## src/adc_ctl_pkg.sv

```systemverilog
// adc control register one: offsets, field positions, reset values, timing
// assumes a 32-bit apb slave port with one register per aligned word
package adc_ctl_pkg;
  localparam logic [7:0] CTRL_ONE_OFFSET = 8'h00;
  localparam logic [7:0] IRQ_STATUS_OFFSET = 8'h04;
  localparam logic [7:0] IRQ_MASK_OFFSET = 8'h08;
  localparam logic [7:0] STATE_OFFSET = 8'h0C;
  localparam int BIT_ADDR_MODE = 12;
  localparam int BIT_BUF_EN = 11;
  localparam int BIT_WIDE = 10;
  localparam int BIT_FORM_HI = 9;
  localparam int BIT_FORM_LO = 8;
  localparam int BIT_TRIG_HI = 7;
  localparam int BIT_TRIG_LO = 4;
  localparam int BIT_UNUSED3 = 3;
  localparam int BIT_AUTO = 2;
  localparam int BIT_ACQ = 1;
  localparam int BIT_DONE = 0;
  localparam logic [15:0] CTRL_ONE_RESET = 16'h0000;
  localparam logic [15:0] CTRL_WRITE_MASK = 16'h1FF6;
  localparam logic [3:0] TRIG_MANUAL = 4'h0;
  localparam logic [3:0] TRIG_EXT_INTERRUPT_ZERO = 4'h1;
  localparam logic [3:0] TRIG_TIMER_THREE_EVENT = 4'h2;
  localparam logic [3:0] TRIG_TIMER_FIVE_EVENT = 4'h3;
  localparam logic [3:0] TRIG_CHARGE_TIME_UNIT_EVENT = 4'h4;
  localparam logic [3:0] TRIG_TIMER_ONE_EVENT = 4'h5;
  localparam logic [3:0] TRIG_AUTO = 4'h7;
  localparam logic [1:0] FORM_UINT = 2'h0;
  localparam logic [1:0] FORM_SINT = 2'h1;
  localparam logic [1:0] FORM_UFRAC = 2'h2;
  localparam logic [1:0] FORM_SFRAC = 2'h3;
  localparam int IRQ_DONE = 0;
  localparam int IRQ_BAD_TRIG = 1;
  localparam int IRQ_WIDTH = 2;
  localparam int CONV_CYCLES_10 = 12;
  localparam int CONV_CYCLES_12 = 14;
  localparam int AUTO_SAMPLE_CYCLES = 16;
endpackage : adc_ctl_pkg

```

## src/adc_trig_sel.sv

```systemverilog
// trigger selector: picks the end-of-sample event by trigger code
// assumes event inputs are already synchronous one-cycle pulses
`timescale 1ns/1ps
module adc_trig_sel
  import adc_ctl_pkg::*;
(
  input wire logic [3:0] i_sel,
  input wire logic i_ext_interrupt_zero,
  input wire logic i_timer_one_event,
  input wire logic i_timer_three_event,
  input wire logic i_timer_five_event,
  input wire logic i_charge_time_unit_event,
  input wire logic i_auto_done,
  output logic o_trig,
  output logic o_illegal
);
  always_comb begin
    o_illegal = 1'b0;
    unique case (i_sel)
      TRIG_EXT_INTERRUPT_ZERO: o_trig = i_ext_interrupt_zero;
      TRIG_TIMER_THREE_EVENT: o_trig = i_timer_three_event;
      TRIG_TIMER_FIVE_EVENT: o_trig = i_timer_five_event;
      TRIG_CHARGE_TIME_UNIT_EVENT: o_trig = i_charge_time_unit_event;
      TRIG_TIMER_ONE_EVENT: o_trig = i_timer_one_event;
      TRIG_AUTO: o_trig = i_auto_done;
      TRIG_MANUAL: o_trig = 1'b0;
      default: begin
        // unused and top-bit codes never trigger
        o_trig = 1'b0;
        o_illegal = 1'b1;
      end
    endcase
  end
endmodule : adc_trig_sel

```

## src/adc_fmt.sv

```systemverilog
// result formatter: 10 or 12 bit raw code to 16-bit output word
// assumes raw code sits in the low bits of i_raw
`timescale 1ns/1ps
module adc_fmt
  import adc_ctl_pkg::*;
(
  input wire logic [11:0] i_raw,
  input wire logic i_wide,
  input wire logic [1:0] i_form,
  output logic [15:0] o_word
);
  logic [11:0] code;
  logic [11:0] signed_code;
  always_comb begin
    code = i_wide ? i_raw : {2'h0, i_raw[9:0]};
    // signed forms are offset binary with the midscale bit flipped
    signed_code = i_wide ? {~code[11], code[10:0]} : {2'h0, ~code[9], code[8:0]};
    unique case (i_form)
      FORM_UINT: o_word = {4'h0, code};
      FORM_SINT: o_word = i_wide ? {{4{signed_code[11]}}, signed_code}
                                 : {{6{signed_code[9]}}, signed_code[9:0]};
      FORM_UFRAC: o_word = i_wide ? {code, 4'h0} : {code[9:0], 6'h00};
      FORM_SFRAC: o_word = i_wide ? {signed_code, 4'h0}
                                  : {signed_code[9:0], 6'h00};
    endcase
  end
endmodule : adc_fmt

```

## src/adc_control_one.sv

```systemverilog
// adc control register one with sample/convert sequencer and apb slave
// assumes trigger pulses and raw data are synchronous to I_CORE_CLK
//
// Chosen here: the register addresses and register access over APB.
`timescale 1ns/1ps
// Function
// - buffer enable turns on extended buffer features
// - wide select picks 12-bit else 10-bit
// - formats 11/10 give left-justified fractions
// - formats 01/00 give right-justified integers
// - code 0111 auto-converts after internal count
// - bits 7:4 select trigger event source
// - code 0000 converts when software clears acquire
// - auto start restarts acquire after conversion
// - acquire bit shows sampling versus holding
// - done bit set after conversion, else zero
// - address mode works only with buffer enable
// - bit 3 reads zero, ignores writes
// - address mode selects destination or controller source
module adc_control_one
  import adc_ctl_pkg::*;
#(
  parameter int CONV_10 = CONV_CYCLES_10,
  parameter int CONV_12 = CONV_CYCLES_12,
  parameter int AUTO_SAMPLE = AUTO_SAMPLE_CYCLES
) (
  input wire logic I_CORE_CLK,
  input wire logic I_RST_N,
  input wire logic i_psel,
  input wire logic i_penable,
  input wire logic i_pwrite,
  input wire logic [7:0] i_paddr,
  input wire logic [31:0] i_pwdata,
  output logic [31:0] o_prdata,
  output logic o_pready,
  output logic o_pslverr,
  input wire logic I_TIMER_ONE_EVENT,
  input wire logic I_TIMER_THREE_EVENT,
  input wire logic I_TIMER_FIVE_EVENT,
  input wire logic I_CHARGE_TIME_UNIT_EVENT,
  input wire logic I_EXT_INTERRUPT_ZERO,
  input wire logic [11:0] I_RAW_DATA,
  output logic [15:0] O_RESULT,
  output logic O_RESULT_VALID,
  output logic O_EXT_BUFFER_ON,
  output logic O_ADDR_FROM_DEST,
  output logic O_SAMPLING,
  output logic O_IRQ
);
  typedef enum logic [1:0] {ST_IDLE, ST_ACQ, ST_CONV} seq_t;

  logic [15:0] ctrl, next_ctrl;
  logic [IRQ_WIDTH-1:0] irq_status, next_irq_status;
  logic [IRQ_WIDTH-1:0] irq_mask, next_irq_mask;
  seq_t state, next_state;
  logic [7:0] count, next_count;
  logic [31:0] prdata, next_prdata;
  logic pready, next_pready;
  logic pslverr, next_pslverr;
  logic [15:0] result, next_result;
  logic result_valid, next_result_valid;
  logic irq, next_irq;
  logic buf_on, next_buf_on;
  logic from_dest, next_from_dest;

  logic wr, rd, trig, illegal, auto_done, conv_end;
  logic [3:0] trig_sel;
  logic [15:0] fmt_word;
  logic [7:0] conv_len;

  // two-phase apb slave answering in the second access cycle, after one wait state
  assign wr = i_psel && i_penable && i_pwrite && !pready;
  assign rd = i_psel && i_penable && !i_pwrite && !pready;
  assign trig_sel = ctrl[BIT_TRIG_HI:BIT_TRIG_LO];
  assign auto_done = (state == ST_ACQ) && (count == 8'(AUTO_SAMPLE - 1));
  assign conv_len = ctrl[BIT_WIDE] ? 8'(CONV_12) : 8'(CONV_10);
  assign conv_end = (state == ST_CONV) && (count == conv_len - 8'h01);

  adc_trig_sel u_trig (
    .i_sel(trig_sel),
    .i_ext_interrupt_zero(I_EXT_INTERRUPT_ZERO),
    .i_timer_one_event(I_TIMER_ONE_EVENT),
    .i_timer_three_event(I_TIMER_THREE_EVENT),
    .i_timer_five_event(I_TIMER_FIVE_EVENT),
    .i_charge_time_unit_event(I_CHARGE_TIME_UNIT_EVENT),
    .i_auto_done(auto_done),
    .o_trig(trig),
    .o_illegal(illegal)
  );

  adc_fmt u_fmt (
    .i_raw(I_RAW_DATA),
    .i_wide(ctrl[BIT_WIDE]),
    .i_form(ctrl[BIT_FORM_HI:BIT_FORM_LO]),
    .o_word(fmt_word)
  );

  always_comb begin
    next_ctrl = ctrl;
    next_state = state;
    next_count = count;
    next_irq_mask = irq_mask;
    next_irq_status = irq_status;
    next_pready = 1'b0;
    next_pslverr = 1'b0;
    next_prdata = 32'h0000_0000;
    next_result = result;
    next_result_valid = 1'b0;
    if (i_psel && i_penable && !pready) begin
      next_pready = 1'b1;
    end
    if (wr) begin
      unique case (i_paddr)
        CTRL_ONE_OFFSET: begin
          // bit 3 and done are not plain storage
          next_ctrl = (ctrl & ~CTRL_WRITE_MASK) | (i_pwdata[15:0] & CTRL_WRITE_MASK);
          if (!i_pwdata[BIT_DONE]) begin
            next_ctrl[BIT_DONE] = 1'b0;
          end
        end
        IRQ_STATUS_OFFSET: next_irq_status = irq_status & ~i_pwdata[IRQ_WIDTH-1:0];
        IRQ_MASK_OFFSET: next_irq_mask = i_pwdata[IRQ_WIDTH-1:0];
        STATE_OFFSET: next_pslverr = 1'b1;
        default: next_pslverr = 1'b1;
      endcase
    end else if (rd) begin
      unique case (i_paddr)
        CTRL_ONE_OFFSET: next_prdata = {16'h0000, ctrl};
        IRQ_STATUS_OFFSET: next_prdata = {30'h0, irq_status};
        IRQ_MASK_OFFSET: next_prdata = {30'h0, irq_mask};
        STATE_OFFSET: next_prdata = {22'h0, count, state};
        default: next_pslverr = 1'b1;
      endcase
    end
    // sequencer follows the acquire bit as software left it
    unique case (state)
      ST_IDLE: begin
        next_count = 8'h00;
        if (next_ctrl[BIT_ACQ]) begin
          next_state = ST_ACQ;
        end
      end
      ST_ACQ: begin
        next_count = count + 8'h01;
        if (trig || (trig_sel == TRIG_MANUAL && !next_ctrl[BIT_ACQ])) begin
          next_state = ST_CONV;
          next_count = 8'h00;
          next_ctrl[BIT_ACQ] = 1'b0;
          next_ctrl[BIT_DONE] = 1'b0;
        end else if (!next_ctrl[BIT_ACQ]) begin
          next_state = ST_IDLE;
        end
      end
      ST_CONV: begin
        next_count = count + 8'h01;
        next_ctrl[BIT_ACQ] = 1'b0;
        if (conv_end) begin
          next_count = 8'h00;
          next_ctrl[BIT_DONE] = 1'b1;
          next_result = fmt_word;
          next_result_valid = 1'b1;
          if (ctrl[BIT_AUTO]) begin
            next_ctrl[BIT_ACQ] = 1'b1;
            next_state = ST_ACQ;
          end else begin
            next_state = ST_IDLE;
          end
        end
      end
    endcase
    // set wins over a same-cycle clear
    if (conv_end) begin
      next_irq_status[IRQ_DONE] = 1'b1;
    end
    if (illegal) begin
      next_irq_status[IRQ_BAD_TRIG] = 1'b1;
    end
    next_irq = |(next_irq_status & next_irq_mask);
    next_buf_on = next_ctrl[BIT_BUF_EN];
    next_from_dest = next_ctrl[BIT_BUF_EN] && next_ctrl[BIT_ADDR_MODE];
  end

  always_ff @(posedge I_CORE_CLK) begin
    if (!I_RST_N) begin
      ctrl <= CTRL_ONE_RESET;
      state <= ST_IDLE;
      count <= 8'h00;
      irq_status <= '0;
      irq_mask <= '0;
      prdata <= 32'h0000_0000;
      pready <= 1'b0;
      pslverr <= 1'b0;
      result <= 16'h0000;
      result_valid <= 1'b0;
      irq <= 1'b0;
      buf_on <= 1'b0;
      from_dest <= 1'b0;
    end else begin
      ctrl <= next_ctrl;
      state <= next_state;
      count <= next_count;
      irq_status <= next_irq_status;
      irq_mask <= next_irq_mask;
      prdata <= next_prdata;
      pready <= next_pready;
      pslverr <= next_pslverr;
      result <= next_result;
      result_valid <= next_result_valid;
      irq <= next_irq;
      buf_on <= next_buf_on;
      from_dest <= next_from_dest;
    end
  end

  assign o_prdata = prdata;
  assign o_pready = pready;
  assign o_pslverr = pslverr;
  assign O_RESULT = result;
  assign O_RESULT_VALID = result_valid;
  assign O_EXT_BUFFER_ON = buf_on;
  assign O_ADDR_FROM_DEST = from_dest;
  assign O_SAMPLING = ctrl[BIT_ACQ];
  assign O_IRQ = irq;

  // cycles spent converting; a counter stands in for a long repetition the tools would unroll
  logic [7:0] conv_run, next_conv_run;

  always_comb begin
    next_conv_run = 8'h00;
    if (state == ST_CONV) begin
      next_conv_run = conv_run + 8'h01;
    end
  end

  always_ff @(posedge I_CORE_CLK) begin
    if (!I_RST_N) begin
      conv_run <= 8'h00;
    end else begin
      conv_run <= next_conv_run;
    end
  end

  a_bit3_zero: assert property (@(posedge I_CORE_CLK) disable iff (!I_RST_N)
    ctrl[BIT_UNUSED3] == 1'b0) else $error("bit 3 not zero");
  a_addr_mode_gate: assert property (@(posedge I_CORE_CLK) disable iff (!I_RST_N)
    from_dest |-> buf_on) else $error("address mode without enable");
  a_buf_follow: assert property (@(posedge I_CORE_CLK) disable iff (!I_RST_N)
    buf_on == ctrl[BIT_BUF_EN]) else $error("buffer enable mismatch");
  a_done_on_end: assert property (@(posedge I_CORE_CLK) disable iff (!I_RST_N)
    conv_end |=> ctrl[BIT_DONE] && result_valid) else $error("done not set");
  a_done_low_conv: assert property (@(posedge I_CORE_CLK) disable iff (!I_RST_N)
    (state == ST_CONV) |-> !ctrl[BIT_DONE]) else $error("done high in conversion");
  a_acq_hold: assert property (@(posedge I_CORE_CLK) disable iff (!I_RST_N)
    (state == ST_CONV) |-> !ctrl[BIT_ACQ]) else $error("acquire high while holding");
  a_auto_restart: assert property (@(posedge I_CORE_CLK) disable iff (!I_RST_N)
    conv_end && ctrl[BIT_AUTO] |=> ctrl[BIT_ACQ] && state == ST_ACQ)
    else $error("no auto restart");
  a_no_restart: assert property (@(posedge I_CORE_CLK) disable iff (!I_RST_N)
    conv_end && !ctrl[BIT_AUTO] |=> state == ST_IDLE) else $error("restart without auto");
  a_auto_count: assert property (@(posedge I_CORE_CLK) disable iff (!I_RST_N)
    (trig_sel == TRIG_AUTO && state == ST_ACQ && $past(state) != ST_ACQ && ctrl[BIT_ACQ])
    |-> ##[1:300] state == ST_CONV) else $error("auto convert missing");
  a_conv_len: assert property (@(posedge I_CORE_CLK) disable iff (!I_RST_N)
    $fell(state == ST_CONV) |-> conv_run == conv_len)
    else $error("conversion length wrong");
  a_pready_one: assert property (@(posedge I_CORE_CLK) disable iff (!I_RST_N)
    pready |=> !pready) else $error("pready longer than one cycle");
  // sequencer starts, bad codes, irq level, result pulse, acquire, address source and bus answers
  a_manual_start: assert property (@(posedge I_CORE_CLK) disable iff (!I_RST_N)
    state == ST_ACQ && trig_sel == TRIG_MANUAL && wr && i_paddr == CTRL_ONE_OFFSET
    && !i_pwdata[BIT_ACQ] |=> state == ST_CONV) else $error("manual start missing");
  a_trig_start: assert property (@(posedge I_CORE_CLK) disable iff (!I_RST_N)
    state == ST_ACQ && trig |=> state == ST_CONV) else $error("trigger ignored");
  a_bad_code: assert property (@(posedge I_CORE_CLK) disable iff (!I_RST_N)
    illegal |-> !trig ##1 irq_status[IRQ_BAD_TRIG])
    else $error("bad code not flagged");
  a_irq_level: assert property (@(posedge I_CORE_CLK) disable iff (!I_RST_N)
    irq == |(irq_status & irq_mask)) else $error("irq not level of status and mask");
  a_valid_pulse: assert property (@(posedge I_CORE_CLK) disable iff (!I_RST_N)
    result_valid |=> !result_valid) else $error("result valid longer than one cycle");
  a_err_with_ready: assert property (@(posedge I_CORE_CLK) disable iff (!I_RST_N)
    pslverr |-> pready) else $error("slave error without ready");
  a_acq_sampling: assert property (@(posedge I_CORE_CLK) disable iff (!I_RST_N)
    state == ST_ACQ |-> ctrl[BIT_ACQ]) else $error("acquire low while sampling");
  a_prdata_idle: assert property (@(posedge I_CORE_CLK) disable iff (!I_RST_N)
    !pready |-> prdata == 32'h0000_0000) else $error("read data outside answer");
  a_dest_follow: assert property (@(posedge I_CORE_CLK) disable iff (!I_RST_N)
    from_dest == (ctrl[BIT_BUF_EN] && ctrl[BIT_ADDR_MODE]))
    else $error("address source mismatch");
  a_ready_answer: assert property (@(posedge I_CORE_CLK) disable iff (!I_RST_N)
    i_psel && i_penable && !pready |=> pready) else $error("no answer to access");
  c_manual: cover property (@(posedge I_CORE_CLK) disable iff (!I_RST_N)
    trig_sel == TRIG_MANUAL && conv_end);
  c_auto: cover property (@(posedge I_CORE_CLK) disable iff (!I_RST_N)
    trig_sel == TRIG_AUTO && conv_end && ctrl[BIT_AUTO]);
  c_timer: cover property (@(posedge I_CORE_CLK) disable iff (!I_RST_N)
    trig_sel == TRIG_TIMER_ONE_EVENT && trig && state == ST_ACQ);
  c_irq: cover property (@(posedge I_CORE_CLK) disable iff (!I_RST_N) $rose(irq));
  c_bad_code: cover property (@(posedge I_CORE_CLK) disable iff (!I_RST_N)
    illegal && irq_status[IRQ_BAD_TRIG]);
endmodule : adc_control_one

```

## config.mk

```make
export PLATFORM = sky130hd
export DESIGN_NAME = adc_control_one
export DESIGN_NICKNAME = d
export VERILOG_FILES = /design/src/adc_ctl_pkg.sv /design/src/adc_trig_sel.sv /design/src/adc_fmt.sv /design/src/adc_control_one.sv
export SDC_FILE = /design/constraint.sdc
export NUM_CORES = 1
export LEC_CHECK = 0
export BUFFER_PORTS_ARGS = -buffer_cell sky130_fd_sc_hd__clkbuf_2
export CAP_MARGIN = 25
export CORE_ASPECT_RATIO = 1.75
export CORE_MARGIN = 1
export CORE_UTILIZATION = 26
export CTS_CLUSTER_SIZE = 10
export DETAILED_ROUTE_END_ITERATION = 7
export HOLD_SLACK_MARGIN = 0.12
export PLACE_DENSITY_LB_ADDON = 0.08
export RECOVER_POWER = 25
export REMOVE_ABC_BUFFERS = 1
export SYNTH_ARGS = -nofsm -noshare
export SYNTH_HDL_FRONTEND = slang
export SYNTH_SLANG_ARGS = --single-unit
```

## constraint.sdc

```tcl
create_clock -name I_CORE_CLK -period 2.7 [get_ports I_CORE_CLK]
set_input_delay 0.135 -clock I_CORE_CLK [delete_from_list [all_inputs] [get_ports I_CORE_CLK]]
set_output_delay 0.135 -clock I_CORE_CLK [all_outputs]
set_load 0.02 [all_outputs]
```

# Word-level counts from Yosys, hierarchy flattened
# Index checks and enable logic that the tools add are counted.
[totals] mem_bits_rw=0 word_cells=107 input_bits=62 regBits=84 out_inout_bits=55 rom_bits=0 memories=0 latch_bits=0
[classes] reduce_logical=27 div_mod_pow=0 n_addsub=2 mux=37 multipliers=0 shift=0 eq_ne=19 n_lt_le_gt_ge=0 bitwise=8
[ops] op="one-hot mux 16 bit (4 select lines)" n=2
[ops] op="two-way mux 16 bit" n=3
[ops] op="two-way mux 13 bit" n=2
[ops] op="equality test 8 x 4 -> 1 bit (second input constant)" n=3
[ops] op="two-way mux 12 bit" n=2
[ops] op="one-hot mux 8 bit (3 select lines)" n=1
[ops] op="two-way mux 2 bit" n=11
[ops] op="two-way mux 8 bit" n=2
[ops] op="OR 16 x 13 -> 16 bit" n=1
[ops] op="equality test 4 x 3 -> 1 bit (second input constant)" n=3
[ops] op="two-way mux 1 bit" n=11
[ops] op="logical AND 1 bit" n=10
[ops] op="adder 8 x 1 -> 8 bit (second input constant)" n=1
[ops] op="equality test 4 x 2 -> 1 bit (second input constant)" n=2
[ops] op="equality test 8 x 3 -> 1 bit (second input constant)" n=1
[ops] op="equality test 8 bit" n=1
[ops] op="zero test 8 bit" n=1
[ops] op="OR reduction 7 bit" n=1
[ops] op="equality test 2 bit (second input constant)" n=3
[ops] op="one-hot mux 1 bit (6 select lines)" n=1
[ops] op="one-hot mux 2 bit (3 select lines)" n=1
[ops] op="AND reduction 2 bit" n=3
[ops] op="OR reduction 3 bit" n=2
[ops] op="subtractor 4 x 1 -> 5 bit (second input constant)" n=1
[ops] op="other kinds (15)" n=24

# Longest topological paths before layout
# Gate-level depths: netlist of run 1.
[depth] word_depth=9 mapped_depth=7

# By module
# A second synthesis of run 1 with hierarchy kept.
[hier_totals] cells_unflattened=355 area_unflattened_um2=2980.4
[modules_own_cells] mod="adc_control_one" seq_area_each_um2=1221.2 area_each_um2=2570.0 cells_per_inst=297 instances=1
[modules_own_cells] mod="adc_fmt" seq_area_each_um2=0.0 area_each_um2=336.6 cells_per_inst=50 instances=1
[modules_own_cells] mod="adc_trig_sel" seq_area_each_um2=0.0 area_each_um2=73.8 cells_per_inst=8 instances=1

# Least setup slack after synthesis of run 1
# Ideal clock, no wire load.
[synth_timing] kind="reg2reg" from="register count[7]" to="register ctrl[0]" setup_slack_ps=758 required_ps=2578 path_stages_with_launch=6 setup_ps=122 n_path_buf=0 arrival_ps=1820 path_cell_list="dfxtp_1 > or4_4 > or4_4 > nand4_4 > a21oi_2 > o311a_1"
[synth_between] elab_chain_cells=6 elab_cells_between_ends=9 classes_between="eq/ne (2); mux (4); reduce/logical (3)"
[synth_rtl] element="start, declared" line_no="adc_control_one.sv:56" text="logic [7:0] count, next_count;"
[synth_rtl] element="start signal, assigned" line_no="adc_control_one.sv:201" text="count <= next_count;"
[synth_rtl] element="equality test 8 x 4 -> 1 bit" line_no="adc_control_one.sv:75" text="assign auto_done = (state == ST_ACQ) && (count == 8'(AUTO_SAMPLE - 1));"
[synth_rtl] element="logical AND 1 bit" line_no="adc_control_one.sv:75"
[synth_rtl] element="one-hot mux 1 bit (6 select lines)" line_no="adc_trig_sel.sv:19" text="unique case (i_sel)"
[synth_rtl] element="logical OR 1 bit" line_no="adc_control_one.sv:145" text="if (trig || (trig_sel == TRIG_MANUAL && !next_ctrl[BIT_ACQ])) begin"
[synth_rtl] element="two-way mux 2 bit" line_no="adc_control_one.sv:145"
[synth_rtl] element="one-hot mux 2 bit (2 select lines) (*)" line_no="adc_control_one.sv:136" text="unique case (state)"
[synth_rtl] element="end signal, assigned" line_no="adc_control_one.sv:199" text="ctrl <= next_ctrl;"
[synth_rtl] element="end, declared" line_no="adc_control_one.sv:52" text="logic [15:0] ctrl, next_ctrl;"
# Mark *: on every way between the ends. The rest lies on a longest branch, timed or not.
# A chain may end at the register's enable or synchronous reset.

# Worst setup path in the final report of run 1
[layout_timing] from="register count[7]" to="register result[11] (netlist: O_RESULT[11])"
[layout_between] elab_chain_cells=3
[layout_rtl] element="equality test 8 bit" line_no="adc_control_one.sv:77" text="assign conv_end = (state == ST_CONV) && (count == conv_len - 8'h01);"
[layout_rtl] element="logical AND 1 bit" line_no="adc_control_one.sv:77"
[layout_rtl] element="AND reduction 2 bit (no line)"
[layout_rtl] element="end signal, assigned" line_no="adc_control_one.sv:207" text="result <= next_result;"
[layout_rtl] element="end, declared" line_no="adc_control_one.sv:60" text="logic [15:0] result, next_result;"
# No other way between the ends.

==> flow_metrics.tcl, run 1 <==
set metrics [dict create \
    path_class "reg2reg" \
    required_ns 2.91 \
    synth_common_cells "dfxtp_1, nand2_1, buf_4" \
    fin_nets 492 \
    drc 0 \
    post-route-period-util_pct 79.9 \
    cts_sinks 61 \
    fmax_mhz 463 \
    worst_pin_slew_ns 0.637 \
    hold_viol_final 0 \
    ys_seq_area_share_pct 40.9 \
    holdPathStages 3 \
    die_h_um 144 \
    initial_core_util_pct 26.8 \
    power.density_nw_per_um2 564 \
    ys_top_cells_by_area "dfxtp_1, nand2_1, buf_4" \
    crit_path_max_fanout 6 \
    diodes 0 \
    hp-class "in2reg" \
    setup_viol 0 \
    wl_per_cell_um 15.1 \
    slew_violations 0 \
    synth_ff_type "dfxtp_1" \
    fillCellCount 1192 \
    grt_pass1_wl_mm 13.4 \
    avgSynthCellArea_um2 9.03 \
    finalPower_w 0.00221 \
    fin_tns_setup_ns 0 \
    ir_drop_mv 0.367 \
    post-cts-setup-buffers 0 \
    netlist_area_um2 2990 \
    crit_path_start_kind "flip-flop" \
    hpwl_mm 6.25 \
    vias_per_cell 4.66 \
    io_buffers 80 \
    drtIter0Drc 81 \
    finalCriticalPeriod_ns 2.16 \
    rsz0062_at_grt "false" \
    arrival_ns 2.37 \
    grt.total_usage_pct 14.8 \
    first_pass_iters 4 \
    cts_max_path_buffers 2 \
    cts_tree "yes" \
    numCtsBuffers 9 \
    ctsRootBufferMaster "clkbuf_16" \
    status "finished clean" \
    antenna_found_initial 0 \
    crit_path_end_kind "flip-flop" \
    fin_skew_ns 0.00921 \
    yosysUniqueCellTypes 55 \
    area_growth_syn_to_layout_pct 30.8 \
    globalplace.congestion 0.709 \
    synth_top_area_cell "dfxtp_1" \
    rows 51 \
    synth.most_common_cell "dfxtp_1" \
    async_reset_ff_share_pct 0 \
    wl_mm 8.49 \
    ys_warn_count 0 \
    design.die.area_um2 11900 \
    overflow 0 \
    postCtsHoldBufs 17 \
    drtAntennaViolNets 0 \
    total_leakage_power_nw 1.57 \
    synth-edff-count 0 \
    synthCells 331 \
    worst_r2r_path_depth 5 \
    insertion_delay_ns 0.33 \
    ys_seq_elements 61 \
    vias 2625 \
    fp.dieW_um 83.1 \
    synth_top_cell_area_share_pct 40.9 \
    grt_max_degree 39 \
    ios 117 \
    drive_above_1_share_pct 22.5 \
    whs_ns 0.137 \
    grt_pass1_vias 2587 \
    h-tree-depth 3 \
    cts-resized-gates 0 \
    core-area_um2 11200 \
    worst_slew_margin_rel_pct 57.2 \
    max-cap-violations 0 \
    clk_pin_slew_ns 0.05 \
]
[cell usage in the layout, fill, tap and decap left out, drive strengths merged, types with 10 or more instances in the layout]
| cell | synthesis | layout |
|---|---|---|
| clkbuf | 14 | 91 |
| dfxtp | 61 | 61 |
| nand2 | 48 | 48 |
| a21boi | 18 | 18 |
| conb | 1 | 17 |
| dlygate4sd3 | 0 | 17 |
| nor2 | 14 | 14 |
| mux2i | 13 | 13 |
| nor3 | 10 | 10 |
[critical path, stage by stage (launching register included)]
cell and delay (ns):
dfxtp_1 0.33, or4_4 0.55, a211o_2 0.33, or2_0 0.43, a2111oi_2 0.32, nor3b_1 0.08
[area by class of cell]
cell class	count	area, µm²	area share [%]
tap	132	165	4.22
timing repair buffer	106	609	15.6
clock buffer	11	243	6.21
multi-input combinational	240	1580	40.4
sequential	61	1220	31.2
clock inverter	5	60.1	1.54
inverter	8	30.0	0.768
[sequential cells by signal, indices dropped and copies added, names as in the netlist]
register and cells:
irq_mask 2, ctrl 12, O_ADDR_FROM_DEST 1, count 8, o_prdata 14, O_RESULT 16, O_RESULT_VALID 1, o_pslverr 1
o_pready 1, irq_status 2, O_IRQ 1, state 2
[final timing paths]
| check | from | end | slack (ns) |
|---|---|---|---|
| setup / recovery | count[7]$_SDFF_PN0_ | O_RESULT[11]$_SDFFE_PN0P_ | 0.54 |
| hold / removal | i_psel | o_pready$_SDFF_PN0_ | 0.14 |
| hold reg to reg | O_RESULT[2]$_SDFFE_PN0P_ | O_RESULT[2]$_SDFFE_PN0P_ | 0.46 |
| setup reg to reg | count[7]$_SDFF_PN0_ | O_RESULT[11]$_SDFFE_PN0P_ | 0.54 |
[where the power goes]
part / internal [W] / switching (W)
logic: 0.0000589 / 0.0000764
clock network: 0.000741 / 0.000425
registers: 0.000903 / 0.00000169
[cells by family after synthesis]
| kind of cell | Yosys count | synth area share, % |
|---|---|---|
| DFF | 61 | 40.9 |
| muxes | 20 | 7.74 |
| adders and majority gates | 4 | 1.67 |
| AOI/OAI and AO/OA | 61 | 15.9 |
| and+or+nand+nor | 131 | 23.4 |
| other | 1 | 0.125 |
| xor gates and xnor gates | 7 | 2.05 |
| buffers and inverters | 46 | 8.25 |
[metal layers]
layer	vias up	wire length, µm	global-route usage (%)
met5	-	0	0
met4	0	224	8.08
met3	20	394	3.85
met2	84	4450	27.2
met1	1207	3420	15.1
li1	1314	-	-
[stage by stage]
stage	cells	util, %	worst slack, ns	area [µm²]
after floorplan	309	-	0.670	2830
after global placement	530	31.0	0.494	3470
after detailed placement	530	31.0	0.484	3470
after CTS	563	35.3	0.476	3940
after global routing	563	35.0	0.367	3910
final	563	35.0	0.541	3910
No activity file was read; power rests on OpenSTA's default activity.
==> run 2, diff against run 1 <==
==> constraint.sdc (replaced) <==
create_clock -name I_CORE_CLK -period 2.2 [get_ports I_CORE_CLK]
set_input_delay 0.11 -clock I_CORE_CLK [delete_from_list [all_inputs] [get_ports I_CORE_CLK]]
set_output_delay 0.11 -clock I_CORE_CLK [all_outputs]
set_load 0.02 [all_outputs]
==> run 2 against run 1 <==
Flip-flop and latch count unchanged. Setup slack got worse by 0.40 ns. Via count increased by 2.6%. Clock skew decreased by 0.0016 ns. Sequential power increased by 23%. Critical path depth unchanged. Sequential share of layout area decreased by 0.56 points. Clock-buffer cell count decreased by 2. Routed wire length increased by 0.47%. Final area increased by 1.8%. Hold slack improved by 0.0067 ns. Total power increased by 17%. Critical path type unchanged. Critical endpoint is now count[5]$_SDFF_PN0_. Largest power group unchanged.
==> flow_metrics.tcl, run 2 (same netlist as run 1, synthesis figures left out) <==
set metrics [dict create \
    cpLargestDelayFamily "simple AND/OR/NAND/NOR gates" \
    worst-path-buf-inv 0 \
    setup_ws_ns 0.142 \
    finalInstanceArea_um2 3980 \
    final_cell_mix "dfxtp_1, clkbuf_2, nand2_1, clkbuf_1, dlygate4sd3_1" \
    setup_viol 0 \
    min_from "I_RAW_DATA[6]" \
    reg2reg_slack_ns 0.14 \
    worst_slew_margin_rel_pct 59.7 \
    finalCriticalPeriod_ns 2.06 \
    cts_max_path_buffers 2 \
    status "finished clean" \
    core-area_um2 11200 \
    worst_pin_slew_ns 0.599 \
    hpwl_mm 6.46 \
    hold_viol_final 0 \
    design.die.area_um2 11900 \
    grt.total_usage_pct 15.1 \
    power_frac_seq_pct 42.9 \
    rows 51 \
    antenna_found_initial 0 \
    post-cts-setup-buffers 0 \
    clk_pin_slew_ns 0.06 \
    whs_ns 0.143 \
    crit_path_end_kind "flip-flop" \
    overflow 0 \
    diodes 0 \
    p_int_w 0.00195 \
    initial_core_util_pct 26.8 \
    largest_reg_flops 16 \
    wl_mm 8.53 \
    cts-resized-gates 0 \
    h-tree-depth 3 \
    drtIter0Drc 115 \
    area_growth_syn_to_layout_pct 33.2 \
    ir_drop_mv 0.374 \
    required_ns 2.41 \
    path_class "reg2reg" \
    arrival_ns 2.27 \
    placed_area_um2 3540 \
    final_common_cell "dfxtp_1" \
    r2r_end "count[5]$_SDFF_PN0_" \
    ctsRootBufferMaster "clkbuf_16" \
    pre_cts_slack_ns 0.138 \
    worst_r2r_path_depth 5 \
    cts_tree "yes" \
    fmax_mhz 486 \
    drtAntennaViolNets 0 \
    crit_slowest_cell "or4_4" \
    first_pass_iters 4 \
    wl_per_cell_um 14.9 \
    swShare_pct 24.7 \
    die_h_um 144 \
    cts_sinks 61 \
    postCtsHoldBufs 19 \
    io_buffers 80 \
    hp-class "in2reg" \
    drive_above_1_share_pct 23.6 \
    power.density_nw_per_um2 650 \
    total_leakage_power_nw 1.61 \
    rsz0062_at_grt "false" \
    post-route-period-util_pct 93.5 \
    p_comb_share_pct 6.7 \
    insertion_delay_ns 0.33 \
    vias 2694 \
    fin_skew_ns 0.00765 \
    ios 117 \
    numCtsBuffers 9 \
    drc 0 \
    p_clk_share_pct 50.4 \
    grt_max_degree 39 \
    crit_path_start_kind "flip-flop" \
    fin_tns_setup_ns 0 \
    grt_pass1_vias 2672 \
    crit_path_cell_trace "or4_4 -> or4_4 -> nand4_4 -> o31a_2 -> nor3_1" \
    fillCellCount 1163 \
    whs_endpoint "O_RESULT[6]$_SDFFE_PN0P_" \
    slew_violations 0 \
    slowest_delay_ns 0.57 \
    max-cap-violations 0 \
    fp.dieW_um 83.1 \
    crit_path_max_fanout 8 \
    vias_per_cell 4.71 \
    reg2reg_from "count[7]$_SDFF_PN0_" \
    fin_nets 501 \
    globalplace.congestion 0.729 \
    holdPathStages 3 \
    grt_pass1_wl_mm 13.6 \
    crit_top_cell "or4_4" \
    p_switching_w 0.000639 \
]
==> run 2: cell types whose count changed in the layout (fill, tap and decap cells not counted), sizes merged <==
cell	change
buf	+7
bufinv	-1
clkbuf	-2
clkinv	+3
dlygate4sd3	+2
==> run 2: area by class of cell <==
| type | count | area [µm²] | share of cell area, % |
|---|---|---|---|
| Clock buffer | 9 | 225 | 5.66 |
| Clock inverter | 7 | 52.6 | 1.32 |
| Inverter | 8 | 30.0 | 0.754 |
| Multi-Input combinational cell | 240 | 1580 | 39.7 |
| Sequential cell | 61 | 1220 | 30.7 |
| Tap cell | 132 | 165 | 4.15 |
| Timing Repair Buffer | 115 | 706 | 17.7 |
==> run 2: worst register-to-register path: cells and delay by family, from the launching register on <==
family | cells | cell delay [ns]
DFF | 1 | 0.33
and+or+nand+nor | 4 | 1.33
AOI/OAI and AO/OA | 1 | 0.27
==> run 2: worst max path at each step <==
| stage | depth (start not counted) | slack, ns | endpoint | start |
|---|---|---|---|---|
| finish | 5 | 0.14 | count[5]$_SDFF_PN0_ | count[7]$_SDFF_PN0_ |
| global route | 7 | 0.06 | ctrl[0]$_SDFF_PN0_ | i_pwrite |
| CTS | 5 | 0.13 | count[5]$_SDFF_PN0_ | count[7]$_SDFF_PN0_ |
| detailed placement | 5 | 0.14 | count[5]$_SDFF_PN0_ | count[7]$_SDFF_PN0_ |
| global placement | 5 | 0.14 | ctrl[0]$_SDFF_PN0_ | count[7]$_SDFF_PN0_ |
| floorplan | 5 | 0.17 | O_RESULT[11]$_SDFFE_PN0P_ | ctrl[10]$_SDFFE_PN0P_ |
==> run 2: per-stage QoR <==
step | total power, W | util, % | std cells
2_1_floorplan | 0.00120 | - | 309
3_3_place_gp | 0.00128 | 31.7 | 537
3_5_place_dp | 0.00128 | 31.7 | 537
4_1_cts | 0.00263 | 35.9 | 572
5_1_grt | 0.00271 | 35.7 | 572
6_report | 0.00259 | 35.7 | 572
==> run 2: layer usage <==
metal	vias to the layer above	global-route usage, %	wire, µm
met4	0	8.44	253
li1	1340	-	-
met5	-	0	0
met1	1245	15.7	3310
met3	16	2.99	360
met2	93	28.3	4610
==> run 2: power by group through the flow <==
stage	registers [W]	clock network [W]	logic (W)
CTS	0.00111	0.00135	0.000175
finish	0.00111	0.00131	0.000173
global placement	0.00113	0	0.000149
detailed placement	0.00113	0	0.000148
global route	0.00111	0.00141	0.000191
floorplan	0.00114	0	0.0000619
